`config.mk`:
```
export PLATFORM = sky130hd
export DESIGN_NAME = sev_top
export DESIGN_NICKNAME = d
export VERILOG_FILES = /design/src/inc/sev_pkg.sv /design/src/rtl/sev_top.sv
export SDC_FILE = /design/constraint.sdc
export NUM_CORES = 1
export LEC_CHECK = 0
export BUFFER_PORTS_ARGS = -buffer_cell sky130_fd_sc_hd__buf_2
export CORE_MARGIN = 2
export CORE_UTILIZATION = 55
export CTS_CLUSTER_SIZE = 24
export DETAILED_ROUTE_END_ITERATION = 10
export PLACE_DENSITY = 0.74
export RECOVER_POWER = 100
export SYNTH_ARGS = -nofsm -noshare
export SYNTH_HDL_FRONTEND = slang
export SYNTH_SLANG_ARGS = --single-unit
```
`constraint.sdc`:
```
create_clock -name sys_clk -period 3.35 [get_ports sys_clk]
set_input_delay 1.005 -clock sys_clk [delete_from_list [all_inputs] [get_ports sys_clk]]
set_output_delay 1.005 -clock sys_clk [all_outputs]
set_load 0.005 [all_outputs]
```
`src/inc/sev_pkg.sv`:
```
// Shared constants and types for the status event source block
package sev_pkg;
  // Register byte offsets
  localparam logic [11:0] ADDR_PIN_FN  = 12'h000;
  localparam logic [11:0] ADDR_RATE    = 12'h004;
  localparam logic [11:0] ADDR_ISOCHRONOUS_RATE_CONVERTER    = 12'h008;
  localparam logic [11:0] ADDR_CLK     = 12'h00c;
  localparam logic [11:0] ADDR_FLAGS   = 12'h010;
  localparam logic [11:0] ADDR_RAW     = 12'h014;
  localparam logic [7:0]  FW_PAGE      = 8'h10;
  localparam int          FW_WORDS     = 4;
  // Reset values
  localparam logic [31:0] RST_PIN_FN   = 32'h0;
  localparam logic [31:0] RST_RATE     = 32'h0;
  localparam logic [31:0] RST_ISOCHRONOUS_RATE_CONVERTER     = 32'h0;
  localparam logic [3:0]  RST_CLK      = 4'h0;
  // Clock control bits
  localparam int CLK_MAIN = 0;
  localparam int CLK_SEC  = 1;
  localparam int CLK_FW   = 2;
  localparam int CLK_SPK  = 3;
  // Rate limit of the async converter in kHz
  localparam logic [7:0] ASYNC_RATE_CONVERTER_MAX_KHZ = 8'h30;
  // Pin function codes
  localparam logic [7:0] FN_SEQ_DONE  = 8'h15;
  localparam logic [7:0] FN_CTL_ERR   = 8'h16;
  localparam logic [7:0] FN_ASYNC_RATE_CONVERTER_ERR  = 8'h1c;
  localparam logic [7:0] FN_DRC1      = 8'h1d;
  localparam logic [7:0] FN_DRC2      = 8'h22;
  localparam logic [7:0] FN_TEMP_WARN = 8'h2b;
  localparam logic [7:0] FN_TEMP_SHUT = 8'h2c;
  localparam logic [7:0] FN_MAIN_CLK  = 8'h4b;
  localparam logic [7:0] FN_SEC_CLK   = 8'h4c;
  localparam logic [7:0] FN_ISOCHRONOUS_RATE_CONVERTER      = 8'h4d;
  localparam logic [7:0] FN_SPK_SHORT = 8'h53;
  localparam logic [7:0] FN_HP_SHORT  = 8'h54;
  localparam logic [7:0] FN_SPK_SD    = 8'h5a;
  // Flag bit positions
  localparam int NUM_FLAGS = 13;
  localparam int FL_ASYNC_RATE_CONVERTER   = 0;
  localparam int FL_ISOCHRONOUS_RATE_CONVERTER   = 1;
  localparam int FL_TWARN  = 4;
  localparam int FL_TSHUT  = 5;
  localparam int FL_SPKSC  = 6;
  localparam int FL_HPSC   = 7;
  localparam int FL_SPKSD  = 8;
  localparam int FL_SEQ    = 9;
  localparam int FL_CTL    = 10;
  localparam int FL_MAIN   = 11;
  localparam int FL_SEC    = 12;
  localparam logic [12:0] BOTH_EDGES = 13'h0030;
  // Timing
  localparam int SYS_CLK_MHZ   = 125;
  localparam int SEQ_PULSE_NS  = 100;
  localparam int SEQ_PULSE_CYC = (SEQ_PULSE_NS * SYS_CLK_MHZ + 999) / 1000;
  // Bus responses
  localparam logic [1:0] RESP_OKAY   = 2'h0;
  localparam logic [1:0] RESP_SLVERR = 2'h2;

  typedef struct packed {
    logic       temp_warn;
    logic       temp_shut;
    logic [1:0] spk_short;
    logic [5:0] hp_short_pos;
    logic [5:0] hp_short_neg;
  } sev_prot_t;

  typedef struct packed {
    logic [4:0] drc1;
    logic [4:0] drc2;
  } sev_drc_t;

  typedef struct packed {
    logic       async_rate_converter_err;
    logic [2:0] isochronous_rate_converter_err;
    logic       temp_warn;
    logic       temp_shut;
    logic       spk_short;
    logic [5:0] hp_short;
    logic       spk_sd;
    logic       seq_done;
    logic       ctl_err;
    logic       main_sts;
    logic       sec_sts;
    sev_drc_t   dynamic_range_compressor;
  } sev_src_t;
endpackage : sev_pkg

```
`src/rtl/sev_top.sv`:
```
// Status event sources with pin mux, latched flags and AXI4-Lite registers
// What this block does
// - Async converter error high whenever any of its rates exceeds 48 kHz; pin code 1Ch
// - Rising edge of async converter error sets a latched, readable flag
// - Isochronous converter error on invalid rate combination; pin codes 4Dh, 4Eh, 4Fh
// - Each isochronous error rising edge sets its own latched flag
// - Separate overheat warning and shutdown levels, either selectable on a pin
// - Headphone channel shorted when its positive or negative indication is set
// - Overheat shutdown or speaker short disables the speaker drivers
// - Speaker shutdown status raised once driver shutdown completes; pin selectable
// - Temperature, short and speaker shutdown set flags on their edges
// - Compressor signal detect status on pins, codes 1Dh and 22h
// - Compressor anti-clip status on pins, codes 1Eh and 23h
// - Compressor decay status on pins, codes 1Fh and 24h
// - Compressor noise gate status on pins, codes 20h and 25h
// - Compressor quick release status on pins, codes 21h and 26h
// - Sequencer active flag reads one while any sequence runs or waits
// - Sequencer completion gives a 13-cycle pulse, 104 ns at 125 MHz, pin code 15h
// - Sequence completion sets the sequencer latched flag
// - Access to an invalid address fails and raises control error; pin 16h
// - Firmware memory access with its clock off fails as control error
// - Rising edge of control error sets its latched flag
// - Clock domain shutdown sets a flag; enable statuses on pins 4Bh, 4Ch
// - Latched flags stay set until the host writes one to them
//
// Design decisions made here: the AXI4-Lite interface to the registers and the address map.
`timescale 1ns/100ps
`default_nettype none
module sev_top #(
  parameter int NUM_PINS = 2
) (
  input  wire logic                     sys_clk,
  input  wire logic                     sys_rst,
  input  wire logic [11:0]              s_axi_awaddr,
  input  wire logic                     s_axi_awvalid,
  output logic                          s_axi_awready,
  input  wire logic [31:0]              s_axi_wdata,
  input  wire logic [3:0]               s_axi_wstrb,
  input  wire logic                     s_axi_wvalid,
  output logic                          s_axi_wready,
  output logic [1:0]                    s_axi_bresp,
  output logic                          s_axi_bvalid,
  input  wire logic                     s_axi_bready,
  input  wire logic [11:0]              s_axi_araddr,
  input  wire logic                     s_axi_arvalid,
  output logic                          s_axi_arready,
  output logic [31:0]                   s_axi_rdata,
  output logic [1:0]                    s_axi_rresp,
  output logic                          s_axi_rvalid,
  input  wire logic                     s_axi_rready,
  input  wire sev_pkg::sev_prot_t       prot,
  input  wire sev_pkg::sev_drc_t        dynamic_range_compressor,
  input  wire logic                     seq_busy,
  input  wire logic                     main_clk_stopped,
  input  wire logic                     sec_clk_stopped,
  input  wire logic                     spk_drive_idle,
  output logic [NUM_PINS-1:0]           pin_out,
  output logic                          spk_drive_en,
  output logic                          main_clock_enable,
  output logic                          secondary_clock_enable,
  output logic                          fw_mem_clock_enable
);
  import sev_pkg::*;

  initial begin
    if (NUM_PINS < 1 || NUM_PINS > 4) $error("NUM_PINS must be 1 to 4");
  end

  // Compares a rate field against the async converter limit
  function automatic logic rate_over(input logic [7:0] khz);
    return khz > ASYNC_RATE_CONVERTER_MAX_KHZ;
  endfunction : rate_over

  // Byte-lane merge for writable registers
  function automatic logic [31:0] merge(input logic [31:0] old, input logic [31:0] d, input logic [3:0] s);
    logic [31:0] r;
    r = old;
    for (int b = 0; b < 4; b++) begin
      if (s[b]) r[8*b +: 8] = d[8*b +: 8];
    end
    return r;
  endfunction : merge

  // Address decode: valid when it names a register or the firmware page
  function automatic logic addr_ok(input logic [11:0] a);
    return (a == ADDR_PIN_FN) || (a == ADDR_RATE) || (a == ADDR_ISOCHRONOUS_RATE_CONVERTER) || (a == ADDR_CLK) ||
           (a == ADDR_FLAGS) || (a == ADDR_RAW) || (a[11:4] == FW_PAGE);
  endfunction : addr_ok

  // Pin function decode; unknown codes drive low
  function automatic logic fn_level(input logic [7:0] c, input sev_src_t s);
    logic r;
    r = 1'b0;
    if (c >= FN_DRC1 && c < FN_DRC2) r = s.dynamic_range_compressor.drc1[3'(c - FN_DRC1)];
    else if (c >= FN_DRC2 && c < FN_DRC2 + 8'h05) r = s.dynamic_range_compressor.drc2[3'(c - FN_DRC2)];
    else if (c >= FN_ISOCHRONOUS_RATE_CONVERTER && c < FN_ISOCHRONOUS_RATE_CONVERTER + 8'h03) r = s.isochronous_rate_converter_err[2'(c - FN_ISOCHRONOUS_RATE_CONVERTER)];
    else if (c >= FN_HP_SHORT && c < FN_HP_SHORT + 8'h06) r = s.hp_short[3'(c - FN_HP_SHORT)];
    else begin
      case (c)
        FN_ASYNC_RATE_CONVERTER_ERR:  r = s.async_rate_converter_err;
        FN_TEMP_WARN: r = s.temp_warn;
        FN_TEMP_SHUT: r = s.temp_shut;
        FN_SPK_SHORT: r = s.spk_short;
        FN_SPK_SD:    r = s.spk_sd;
        FN_SEQ_DONE:  r = s.seq_done;
        FN_CTL_ERR:   r = s.ctl_err;
        FN_MAIN_CLK:  r = s.main_sts;
        FN_SEC_CLK:   r = s.sec_sts;
        default:      r = 1'b0;
      endcase
    end
    return r;
  endfunction : fn_level

  logic [31:0]          pin_fn_reg;
  logic [31:0]          rate_reg;
  logic [31:0]          isochronous_rate_converter_reg;
  logic [3:0]           clk_ctrl_reg;
  logic [31:0]          fw_mem [FW_WORDS];
  logic [NUM_FLAGS-1:0] flags_reg;
  logic [NUM_FLAGS-1:0] lvl_prev_reg;
  logic [NUM_FLAGS-1:0] lvl;
  logic [NUM_FLAGS-1:0] set_vec;
  logic [NUM_FLAGS-1:0] clr_vec;
  logic [11:0]          awaddr_reg;
  logic [31:0]          wdata_reg;
  logic [3:0]           wstrb_reg;
  logic                 wr_go;
  logic                 wr_ok;
  logic                 wr_fw;
  logic                 rd_go;
  logic                 rd_ok;
  logic                 rd_fw;
  logic [31:0]          rd_val;
  logic                 ctl_err_reg;
  logic                 spk_fault;
  logic                 spk_sd_reg;
  logic                 seq_busy_prev_reg;
  logic [4:0]           seq_cnt_reg;
  logic [2:0]           isochronous_rate_converter_bad;
  sev_src_t             src;

  // Isochronous combination check: fast-side code must not be below slow-side code
  always_comb begin
    for (int i = 0; i < 3; i++) begin
      isochronous_rate_converter_bad[i] = isochronous_rate_converter_reg[8*i +: 4] < isochronous_rate_converter_reg[8*i+4 +: 4];
    end
  end

  // Speaker protection trips on overheat shutdown or a speaker short
  assign spk_fault = prot.temp_shut | (|prot.spk_short);

  // Gather every status level the pins and flags can see
  always_comb begin
    src.async_rate_converter_err  = rate_over(rate_reg[7:0]) | rate_over(rate_reg[15:8]);
    src.isochronous_rate_converter_err  = isochronous_rate_converter_bad;
    src.temp_warn = prot.temp_warn;
    src.temp_shut = prot.temp_shut;
    src.spk_short = |prot.spk_short;
    src.hp_short  = prot.hp_short_pos | prot.hp_short_neg;
    src.spk_sd    = spk_sd_reg;
    src.seq_done  = seq_cnt_reg != 5'h0;
    src.ctl_err   = ctl_err_reg;
    src.main_sts  = !main_clk_stopped;
    src.sec_sts   = !sec_clk_stopped;
    src.dynamic_range_compressor       = dynamic_range_compressor;
  end

  // Flag sources; clock statuses are inverted so shutdown is a rising edge
  assign lvl = {!src.sec_sts, !src.main_sts, src.ctl_err, src.seq_done, src.spk_sd, |src.hp_short,
                src.spk_short, src.temp_shut, src.temp_warn, src.isochronous_rate_converter_err, src.async_rate_converter_err};

  // Temperature flags catch both edges, the rest rising only
  assign set_vec = (lvl & ~lvl_prev_reg) | (BOTH_EDGES & (lvl ^ lvl_prev_reg));

  // Write-one-to-clear on the flag register
  assign clr_vec = (wr_go && awaddr_reg == ADDR_FLAGS) ? wdata_reg[NUM_FLAGS-1:0] : '0;

  always_ff @(posedge sys_clk) begin
    if (sys_rst) begin
      lvl_prev_reg <= '0;
    end else begin
      lvl_prev_reg <= lvl;
    end
  end

  // Set beats clear so an event in the clearing cycle survives
  always_ff @(posedge sys_clk) begin
    if (sys_rst) begin
      flags_reg <= '0;
    end else begin
      flags_reg <= (flags_reg & ~clr_vec) | set_vec;
    end
  end

  // Completion pulse: fixed cycle count from the falling edge of busy
  always_ff @(posedge sys_clk) begin
    if (sys_rst) begin
      seq_busy_prev_reg <= 1'b0;
      seq_cnt_reg       <= 5'h0;
    end else begin
      seq_busy_prev_reg <= seq_busy;
      if (seq_busy_prev_reg && !seq_busy) begin
        seq_cnt_reg <= 5'(SEQ_PULSE_CYC);
      end else if (seq_cnt_reg != 5'h0) begin
        seq_cnt_reg <= seq_cnt_reg - 5'h1;
      end
    end
  end

  // Drivers are cut at once; status follows when the driver reports idle
  always_ff @(posedge sys_clk) begin
    if (sys_rst) begin
      spk_drive_en <= 1'b0;
      spk_sd_reg   <= 1'b0;
    end else begin
      spk_drive_en <= clk_ctrl_reg[CLK_SPK] & !spk_fault;
      spk_sd_reg   <= spk_fault & !spk_drive_en & spk_drive_idle;
    end
  end

  // Registered pin mux keeps the pins glitch free
  always_ff @(posedge sys_clk) begin
    if (sys_rst) begin
      pin_out <= '0;
    end else begin
      for (int p = 0; p < NUM_PINS; p++) begin
        pin_out[p] <= fn_level(pin_fn_reg[8*p +: 8], src);
      end
    end
  end

  assign main_clock_enable      = clk_ctrl_reg[CLK_MAIN];
  assign secondary_clock_enable = clk_ctrl_reg[CLK_SEC];
  assign fw_mem_clock_enable    = clk_ctrl_reg[CLK_FW];

  // Write address and data are taken in either order, then answered together
  assign wr_go = !s_axi_awready && !s_axi_wready && !s_axi_bvalid;
  assign wr_fw = awaddr_reg[11:4] == FW_PAGE;
  assign wr_ok = addr_ok(awaddr_reg) && !(wr_fw && !clk_ctrl_reg[CLK_FW]);

  always_ff @(posedge sys_clk) begin
    if (sys_rst) begin
      s_axi_awready <= 1'b1;
      s_axi_wready  <= 1'b1;
      s_axi_bvalid  <= 1'b0;
      s_axi_bresp   <= RESP_OKAY;
      awaddr_reg    <= 12'h0;
      wdata_reg     <= 32'h0;
      wstrb_reg     <= 4'h0;
    end else begin
      if (s_axi_awvalid && s_axi_awready) begin
        s_axi_awready <= 1'b0;
        awaddr_reg    <= s_axi_awaddr;
      end
      if (s_axi_wvalid && s_axi_wready) begin
        s_axi_wready <= 1'b0;
        wdata_reg    <= s_axi_wdata;
        wstrb_reg    <= s_axi_wstrb;
      end
      if (wr_go) begin
        s_axi_bvalid <= 1'b1;
        s_axi_bresp  <= wr_ok ? RESP_OKAY : RESP_SLVERR;
      end
      if (s_axi_bvalid && s_axi_bready) begin
        s_axi_bvalid  <= 1'b0;
        s_axi_awready <= 1'b1;
        s_axi_wready  <= 1'b1;
      end
    end
  end

  // Control registers; the host must not write again while a clock winds down
  always_ff @(posedge sys_clk) begin
    if (sys_rst) begin
      pin_fn_reg   <= RST_PIN_FN;
      rate_reg     <= RST_RATE;
      isochronous_rate_converter_reg     <= RST_ISOCHRONOUS_RATE_CONVERTER;
      clk_ctrl_reg <= RST_CLK;
    end else if (wr_go && wr_ok) begin
      unique case (awaddr_reg)
        ADDR_PIN_FN: pin_fn_reg <= merge(pin_fn_reg, wdata_reg, wstrb_reg);
        ADDR_RATE:   rate_reg   <= merge(rate_reg, wdata_reg, wstrb_reg);
        ADDR_ISOCHRONOUS_RATE_CONVERTER:   isochronous_rate_converter_reg   <= merge(isochronous_rate_converter_reg, wdata_reg, wstrb_reg);
        ADDR_CLK:    clk_ctrl_reg <= wstrb_reg[0] ? wdata_reg[3:0] : clk_ctrl_reg;
        default:     clk_ctrl_reg <= clk_ctrl_reg;
      endcase
    end
  end

  // Firmware memory, reachable only while its clock runs
  always_ff @(posedge sys_clk) begin
    if (wr_go && wr_ok && wr_fw && {1'b0, awaddr_reg[3:2]} < 3'(FW_WORDS)) begin
      fw_mem[awaddr_reg[3:2]] <= merge(fw_mem[awaddr_reg[3:2]], wdata_reg, wstrb_reg);
    end
  end

  // Read side answers on the same edge that takes the address
  assign rd_go = s_axi_arvalid && s_axi_arready;
  assign rd_fw = s_axi_araddr[11:4] == FW_PAGE;
  assign rd_ok = addr_ok(s_axi_araddr) && !(rd_fw && !clk_ctrl_reg[CLK_FW]);

  always_comb begin
    rd_val = 32'h0;
    if (rd_fw) begin
      rd_val = fw_mem[s_axi_araddr[3:2]];
    end else begin
      case (s_axi_araddr)
        ADDR_PIN_FN: rd_val = pin_fn_reg;
        ADDR_RATE:   rd_val = rate_reg;
        ADDR_ISOCHRONOUS_RATE_CONVERTER:   rd_val = isochronous_rate_converter_reg;
        ADDR_CLK:    rd_val = {28'h0, clk_ctrl_reg};
        ADDR_FLAGS:  rd_val = {19'h0, flags_reg};
        ADDR_RAW:    rd_val = {18'h0, seq_busy, lvl};
        default:     rd_val = 32'h0;
      endcase
    end
  end

  always_ff @(posedge sys_clk) begin
    if (sys_rst) begin
      s_axi_arready <= 1'b1;
      s_axi_rvalid  <= 1'b0;
      s_axi_rdata   <= 32'h0;
      s_axi_rresp   <= RESP_OKAY;
    end else begin
      if (rd_go) begin
        s_axi_arready <= 1'b0;
        s_axi_rvalid  <= 1'b1;
        s_axi_rdata   <= rd_ok ? rd_val : 32'h0;
        s_axi_rresp   <= rd_ok ? RESP_OKAY : RESP_SLVERR;
      end else if (s_axi_rvalid && s_axi_rready) begin
        s_axi_rvalid  <= 1'b0;
        s_axi_arready <= 1'b1;
      end
    end
  end

  // One-cycle error level for any failed access
  always_ff @(posedge sys_clk) begin
    if (sys_rst) begin
      ctl_err_reg <= 1'b0;
    end else begin
      ctl_err_reg <= (wr_go && !wr_ok) || (rd_go && !rd_ok);
    end
  end
endmodule : sev_top
`default_nettype wire

```
# ---- After elaboration in Yosys (flattened, before gate mapping)
# Memory sizes are Yosys's and may differ from the RTL's.
# Cells that the tools add are included.
dict set report totals {
  ff_bits 226
  ramBits 128
  input_bits 97
  out_inout_bits 47
  elab_cells 244
  n_memories 1
}
dict set report op_classes {
  add_sub_neg 9
  magnitude_cmp 29
  n_eq_ne 34
  muxes 48
  bitwise_logic 13
  reduce_logical 77
}
# name words word_bits read_ports rd_ports_with_merged_regs write_ports line
set mem_list {}
lappend mem_list {fw_mem 4 32 1 0 1 sev_top.sv:119} ;# logic [31:0] fw_mem [FW_WORDS];
# cell n
set ops {}
lappend ops {{$pmux 32 s6} 1}
lappend ops {{$eq 8x5->1 const B} 8}
lappend ops {{$eq 8x7->1 const B} 8}
lappend ops {{$mux 32} 2}
lappend ops {{$mux 8} 8}
lappend ops {{$eq 12x4->1 const B} 4}
lappend ops {{$eq 12x5->1 const B} 4}
lappend ops {{$reduce_and 3->1} 13}
lappend ops {{$eq 8x6->1 const B} 4}
lappend ops {{$ge 8x7->1 const B} 4}
lappend ops {{$lt 8x6->1 const B} 4}
lappend ops {{$lt 8x7->1 const B} 4}
lappend ops {{$and 13x13->13} 2}
lappend ops {{$not 13->13} 2}
lappend ops {{$logic_and 1x1->1} 25}
lappend ops {{$eq 12x3->1 const B} 2}
lappend ops {{$logic_not 12->1} 2}
lappend ops {{$lt 3x4->1 const B} 6}
lappend ops {{$mux 1} 22}
lappend ops {{$bmux 1 s3} 6}
lappend ops {{$pmux 1 s9} 2}
lappend ops {{$ge 8x5->1 const B} 2}
lappend ops {{$ge 8x6->1 const B} 2}
lappend ops {{$gt 8x6->1 const B} 2}
lappend ops {{24 further kinds} 71}

# ---- Depth between registers and ports, before layout
# Gate-level depths: netlist of the first run.
dict set report logic_depth {
  ltp_word 13
  mapped_depth 9
  depth_no_buf 8
}

# ---- Worst setup path before layout of the first run
# No wires, ideal clock.
dict set report synth_timing {
  kind {input port to flip-flop}
  startpoint {input port s_axi_araddr[11]}
  endpoint {register s_axi_rdata[21]}
  setup_time_ns 0.070
  arrival_time_ns 2.531
  required_time_ns 3.280
  slack_ns 0.749
  path_stages 9
  n_path_buf 3
  cell_sequence {or3_4 or2_1 buf_2 a21oi_2 and3_1 buf_6 buf_12 o211ai_1 a21oi_1}
}
dict set report synth_via {
  elab_chain_cells 9
  elab_cells_between_ends 19
  classes_between {eq/ne (6); mux (3); reduce/logical (10)}
}
# item line
set synth_rtl {}
lappend synth_rtl {{from (decl)} sev_top.sv:44} ;# input wire logic [11:0] s_axi_araddr,
lappend synth_rtl {{$eq 12x3->1 / $logic_not 12->1 (equally long branches)} {sev_top.sv:86, sev_top.sv:308}}
lappend synth_rtl {{$logic_or 1x1->1 (4 in a row)} sev_top.sv:86} ;# return (a == ADDR_PIN_FN) || (a == ADDR_RATE) || (a == ADDR_ISOCHRONOUS_RATE_CONVERTER) || (a == ADDR_CLK) ||
lappend synth_rtl {{$logic_or 1x1->1 (2 in a row)} sev_top.sv:87} ;# (a == ADDR_FLAGS) || (a == ADDR_RAW) || (a[11:4] == FW_PAGE);
lappend synth_rtl {{$logic_and 1x1->1} sev_top.sv:301} ;# assign rd_ok = addr_ok(s_axi_araddr) && !(rd_fw && !clk_ctrl_reg[CLK_FW]);
lappend synth_rtl {{$mux 32 (*)} sev_top.sv:330} ;# s_axi_rdata <= rd_ok ? rd_val : 32'h0;
lappend synth_rtl {{to (signal assigned)} sev_top.sv:330}
lappend synth_rtl {{to (decl)} sev_top.sv:47} ;# output logic [31:0] s_axi_rdata,
# Every way passes the cells marked *; elsewhere a longest branch is shown, timed or not.
# A chain may end at the register's enable or synchronous reset.

# ---- Worst setup path after layout of the first run
dict set report layout_timing {
  startpoint {input port s_axi_araddr[4]}
  endpoint {register s_axi_rdata[4]}
}
# The elaborated chain is that of the path after synthesis.

==> results.md, run 1 <==
- Status: finished with violations
- Failing checks: max-capacitance violations, max-slew violations
- # rows: 61
- RR Startpoint: s_axi_bvalid
- # diodes: 0
- Die area: 29400 µm²
- Yosys top cell by area: dfxtp_1
- Final Slew Violations: 133
- Synth top area share: 0.291
- Port bufs: 141
- Final setup violation count: 0
- Clock transition at path regs: 0.06 ns
- Worst hold path type: register to register
- Avg Cell Area, Syn: 10.6 µm²
- Top_reg_cell synth: dfxtp_1
- Mapped cell area: 15400 µm²
- Congestion Overflow GR: 0
- Flip-flop count of the largest register after layout: 128
- EDFF count, synth: 128
- Clock Tree Buf Depth: 3
- Drt wl/cell: 21.1 µm
- Max-capacitance violation count: 2
- Critical path class: primary input to register
- Placed insts: 1945
- Distinct cell type count of the synthesized netlist: 81
- Top cells by area, synth: dfxtp_1 (29%), edfxtp_1 (25%), nand2_1 (5.6%), mux4_2 (5.3%), mux2i_1 (5.0%)
- Final period utilization: 0.889
- Fraction of registers with async set/reset: 0
- CP Data Required Time: 3.77 ns
- Most frequent cell after synthesis: nand2_1
- Setup TNS: 0 ns
- Drt drc: 0
- Finished Layout Cells: 2011
- Layout cells sized above 1: 0.171
- Die X: 171 µm
- Routed WL: 42500 µm
- Io pins: 144
- Rel. slew slack: -0.307
- CTS resizes: 0
- Antenna violations before repair: 0
- Area grow syn2layout: 15.5%
- Worst Max-Slew Pin Slew: 1.96 ns
- Post-DR vias/cell: 5.95
- Worst vdd ir: 0.489 mV
- Worst path arrival time: 3.40 ns
- Core Area: 27700 µm²
- Worst Setup Start Kind: primary input
- Power per Cell Area: 542 nW/µm²
- TritonCTS clock tree: built
- Post-Synthesis Cells: 1459
- Synth Warn #: 0
- TritonCTS Buffers: 37
- Final hold viol count: 0
- HPWL after DPL: 29600 µm
- Effective utilization at floorplan: 0.556
- Largest net degree at the start of global routing: 93
- Hold path start: spk_drive_en
- Post-CTS Hold Fix Bufs: 0
- Sequential-to-total area share from yosys stat: 0.541
- Initial DRC count: 1113
- # H-tree levels: 2
- F_max: 0.336 GHz
- Skew-Pair Late Insertion Delay: 0.52 ns
- Post-route clock skew: 0.0176 ns
- Leak: 6.55 nW
- Die Height: 171 µm
- WHS: 0.425 ns
- CP Capture Type: register
- # Post-CTS Setup Buffers: 0
- First-pass GRT wire length: 65100 µm
- Vias in the first global route: 11564
- Post-synthesis register bit count: 352
- Most frequent cells after synthesis: nand2_1 (229), dfxtp_1 (224), nor2_1 (158)
- Crit path from: s_axi_araddr[4]
- Final #Nets: 1726
- Global placement routability congestion: 0.926
- Total global-route track usage: 0.290
- Iteration count of the initial detailed-routing pass: 6
- Minimum clock period: 2.98 ns
- CTS Sinks: 352
- Clk root buf: clkbuf_16
- Worst-path maximum fanout: 15
- RSZ-0062 raised after global routing: no
- Routed Antenna Nets: 0
- Vias: 11963
-- where the power goes --
part	internal [mW]	switching, mW
registers	4.52	0.127
clock network	2.67	1.69
logic	0.267	0.378
-- layer usage --
| layer | wire, µm | vias up | track usage |
|---|---|---|---|
| met2 | 19200 | 570 | 0.444 |
| met1 | 18300 | 5759 | 0.409 |
| met5 | 0 | - | 0 |
| met3 | 3910 | 83 | 0.0681 |
| li1 | - | 5551 | - |
| met4 | 1020 | 0 | 0.0925 |
-- cell families (layout without fill, tap and decap cells) --
group | count (synthesis) | in the layout | synth area share
AOI/OAI and AO/OA | 294 | 294 | 0.123
xor gates and xnor gates | 7 | 7 | 0.00398
adders and majority gates | 23 | 23 | 0.0187
buffers and inverters | 126 | 299 | 0.0386
DFF | 352 | 352 | 0.541
muxes | 122 | 122 | 0.111
other | 1 | 2 | 0.000243
and+or+nand+nor | 534 | 534 | 0.163
-- worst max-delay path, cell delays in order --
cell and delay [ns]:
clkbuf_1 0.71, a21oi_1 0.16, o2111ai_1 1.14, nor2_1 0.13
a22o_1 0.25
-- cells in the final DEF, fill, tap and decap left out, types with 21 or more instances in the layout --
cell and n:
nand2_1 229, dfxtp_1 224, nor2_1 158, a21oi_1 151, edfxtp_1 128, buf_2 110, mux2i_1 77, clkbuf_1 46
buf_4 42, clkbuf_16 39, mux4_2 36, inv_1 33, ha_1 23, nand3_1 22, o21ai_0 22, a22o_1 21
-- final cells by class --
cell class	count	area, µm²
Inverter	33	124
Timing Repair Buffer	200	1090
Sequential cell	352	8330
Fill cell	2229	9920
Clock buffer	47	1040
Tap cell	378	473
Clock inverter	19	269
Multi-Input combinational cell	982	6460
-- per-stage QoR --
stage	util	total power [mW]	setup slack, ns	area (µm²)
6_report	0.642	9.64	0.372	17800
5_1_grt	0.642	9.91	0.240	17800
4_1_cts	0.647	9.68	0.630	17900
3_5_place_dp	0.600	5.38	0.330	16600
3_3_place_gp	0.600	5.36	0.436	16600
2_1_floorplan	-	5.09	0.749	15400
-- path summary, 6_finish.rpt --
path	end	slack (ns)	cells past startpoint
worst min register to register	spk_sd_reg	0.42	1
worst min-delay path	spk_sd_reg	0.42	1
worst max-delay path	s_axi_rdata[4]	0.37	5
worst max register to register	isochronous_rate_converter_reg[18]	0.38	6
(Power assumes the default switching activity.)
==> run 2, diff against run 1 <==
CORE_UTILIZATION = 40   (was 55)
PLACE_DENSITY = 0.57   (was 0.74)
==> run 2 against run 1 <==
Against the previous run: the run now ends clean; final cell count up 6.8%; clock power down 4%; hold slack better by 0.030 ns; highest routed layer unchanged.
==> results.md, run 2 (synthesized netlist as in run 1, its figures left out) <==
- # H-tree levels: 2 (unchanged)
- Area grow syn2layout: 16.2%
- Status: finished, final reports clean
- Worst r2r dst: fw_mem[3][13]
- Clock transition at path regs: 0.06 ns (about the same)
- Largest net degree at the start of global routing: 110 (+18%)
- RR Startpoint: awaddr_reg[6]
- Die X: 200 µm (+17%)
- Total internal power: 7.25 mW (-2.7%)
- NetSw: 2.20 mW (+0.17%)
- Routed WL: 43900 µm (+3.5%)
- Global placement routability congestion: 0.866 (-6.5%)
- Clk root buf: clkbuf_16
- Top cell by count, worst path: clkbuf_1
- CP Data Required Time: 3.50 ns (-0.27 ns)
- Critical Path Slowest Stage Cell: nor4_1
- Initial DRC count: 921 (-17%)
- Min-Delay Path Depth: 2 (+1)
- Hold path start: pin_fn_reg[25]
- Drt wl/cell: 20.5 µm (-3.1%)
- WL met1: 20600 µm (+13%)
- # rows: 71 (+16%)
- Fillers: 3579 (+61%)
- Total global-route track usage: 0.215 (-0.0744)
- Worst Setup Start Kind: register
- Iteration count of the initial detailed-routing pass: 6 (unchanged)
- Worst Max-Slew Pin Slew: 1.32 ns (-0.636 ns)
- Flip-flop count of the largest register after layout: 128 (unchanged)
- CP cell instances: nor4_1 > and2_0 > nand3_1 > nor3b_1 > clkbuf_1 > nand2_1 > nor2_1 > clkbuf_1
- Final Power: 9.44 mW (-2.1%)
- Met3 wire len: 2700 µm (-31%)
- Effective utilization at floorplan: 0.408 (-0.148)
- Post-layout util: 0.474 (-0.168)
- Core Area: 37800 µm² (+36%)
- WL met2: 19400 µm (+1.1%)
- CP delay by family, top: simple AND/OR/NAND/NOR gates
- Hold EP: pin_fn_reg[25]
- Final hold viol count: 0 (unchanged)
- Max Used Layer: met4
- WP buf/inv: 2 (+1)
- Worst-path maximum fanout: 8 (-7)
- First-pass GRT wire length: 68000 µm (+4.3%)
- Reg2Reg Depth: 8 (+2)
- R2R Setup Slk: 0.43 ns (+0.05 ns)
- Vias: 11703 (-2.2%)
- # Post-CTS Setup Buffers: 0 (unchanged)
- CTS Sinks: 352 (unchanged)
- Pre-CTS WS: 0.236 ns (-0.0942 ns)
- TritonCTS clock tree: built
- Commonest cells after routing, fill and taps aside: nand2_1 (229), dfxtp_1 (224), nor2_1 (158)
- Rel. slew slack: 0.110 (+0.417)
- Layout cells sized above 1: 0.175 (+0.00357)
- Drt drc: 0 (unchanged)
- Final setup violation count: 0 (unchanged)
- Final Slew Violations: 0 (-100%)
- Worst vdd ir: 0.341 mV (-30%)
- Io pins: 144 (unchanged)
- Final period utilization: 0.873 (-0.0160)
- TritonCTS Buffers: 38 (+2.7%)
- Post-DR vias/cell: 5.45 (-8.4%)
- Die Height: 200 µm (+17%)
- Antenna violations before repair: 1 (+1)
- Clock share of power: 0.440 (-0.011)
- Cell count along the critical path: 8 (+3)
- Minimum clock period: 2.92 ns (-0.0535 ns)
- CP Capture Type: register
- Leak: 6.54 nW (about the same)
- Port bufs: 141 (unchanged)
- Routed Antenna Nets: 0 (unchanged)
- RSZ-0062 raised after global routing: no
- Post-route clock skew: 0.0253 ns (+0.00761 ns)
- Congestion Overflow GR: 0 (unchanged)
- Commonest non-fill, non-tap cell in the layout: nand2_1
- CTS resizes: 0 (unchanged)
- Vias in the first global route: 11439 (-1.1%)
- Skew-Pair Late Insertion Delay: 0.52 ns (about the same)
- Max-capacitance violation count: 0 (-2)
- Switching share of power: 0.233 (+0.00521)
- Power per Cell Area: 528 nW/µm² (-2.7%)
- Critical path class: register to register
- Worst hold path type: register to register
- Setup TNS: 0 ns (unchanged)
- Sequential fraction of design power: 0.491 (+0.009)
- Die area: 40100 µm² (+37%)
- Worst stage delay on the critical path: 0.60 ns (-0.54 ns)
- Clock Tree Buf Depth: 3 (unchanged)
- HPWL after DPL: 31000 µm (+4.8%)
- Worst path arrival time: 3.08 ns (-0.32 ns)
- Comb power frac: 0.069 (+0.002)
- Final #Nets: 1725 (-0.058%)
- F_max: 0.342 GHz (+1.8%)
- Setup WS post-layout: 0.426 ns (+0.0535 ns)
- Post-CTS Hold Fix Bufs: 0 (unchanged)
-- run 2: cell count changes in the layout (fill, tap and decap cells not counted), moves of 2 or more --
cell and change:
buf_4 +4, buf_2 +3, clkbuf_1 -9, bufinv_16 -5
nor4_4 -3, clkbuf_8 +2, clkinv_4 -2, diode_2 +2
clkinv_1 +3, clkinv_2 +4, clkbuf_16 +3, nor4_1 +2
-- run 2: area by class of cell --
| cell class | instances | area, µm² | area share |
|---|---|---|---|
| repair buffers | 198 | 1110 | 0.0620 |
| diodes | 2 | 5.00 | 0.000280 |
| multi-input cells | 982 | 6430 | 0.360 |
| clock inverters | 18 | 119 | 0.00664 |
| well taps | 511 | 639 | 0.0357 |
| clock buffers | 51 | 1130 | 0.0634 |
| inverters | 33 | 124 | 0.00692 |
| flip-flops and latches | 352 | 8330 | 0.465 |
-- run 2: worst reg2reg max path: cells and delay by family, from the launching register on --
kind / cells / cell delay (ns)
DFF: 1 / 0.32
and+or+nand+nor: 6 / 1.48
buffers and inverters: 2 / 0.77
-- run 2: metal layers --
metal,vias up,GRT usage
met5,-,0
met4,0,0.0624
met3,61,0.0288
met2,396,0.334
met1,5691,0.314
li1,5555,-
-- run 2: how the worst max path moves through the flow --
stage / from / endpoint / slack (ns)
2_1_floorplan: s_axi_araddr[11] / s_axi_rdata[21] / 0.75
3_3_place_gp: s_axi_araddr[11] / s_axi_rdata[30] / 0.34
3_5_place_dp: s_axi_araddr[11] / s_axi_rdata[2] / 0.24
4_1_cts: awaddr_reg[6] / isochronous_rate_converter_reg[26] / 0.77
5_1_grt: awaddr_reg[6] / fw_mem[3][13] / 0.30
6_report: awaddr_reg[6] / fw_mem[3][13] / 0.43
-- run 2: metrics by stage --
stage,hold WS (ns),instances,instance area (µm²)
finish,0.455,2147,17900
global route,0.470,2146,17900
CTS,0.455,2145,18000
detailed placement,0.447,2076,16800
global placement,0.441,2076,16800
floorplan,0.425,1460,15400
-- run 2: power groups by stage --
stage	clock, mW	sequential (mW)	combinational, mW
6_report	4.16	4.64	0.647
5_1_grt	4.40	4.65	0.716
4_1_cts	4.23	4.64	0.657
3_5_place_dp	0	4.73	0.653
3_3_place_gp	0	4.73	0.645
2_1_floorplan	0	4.68	0.415
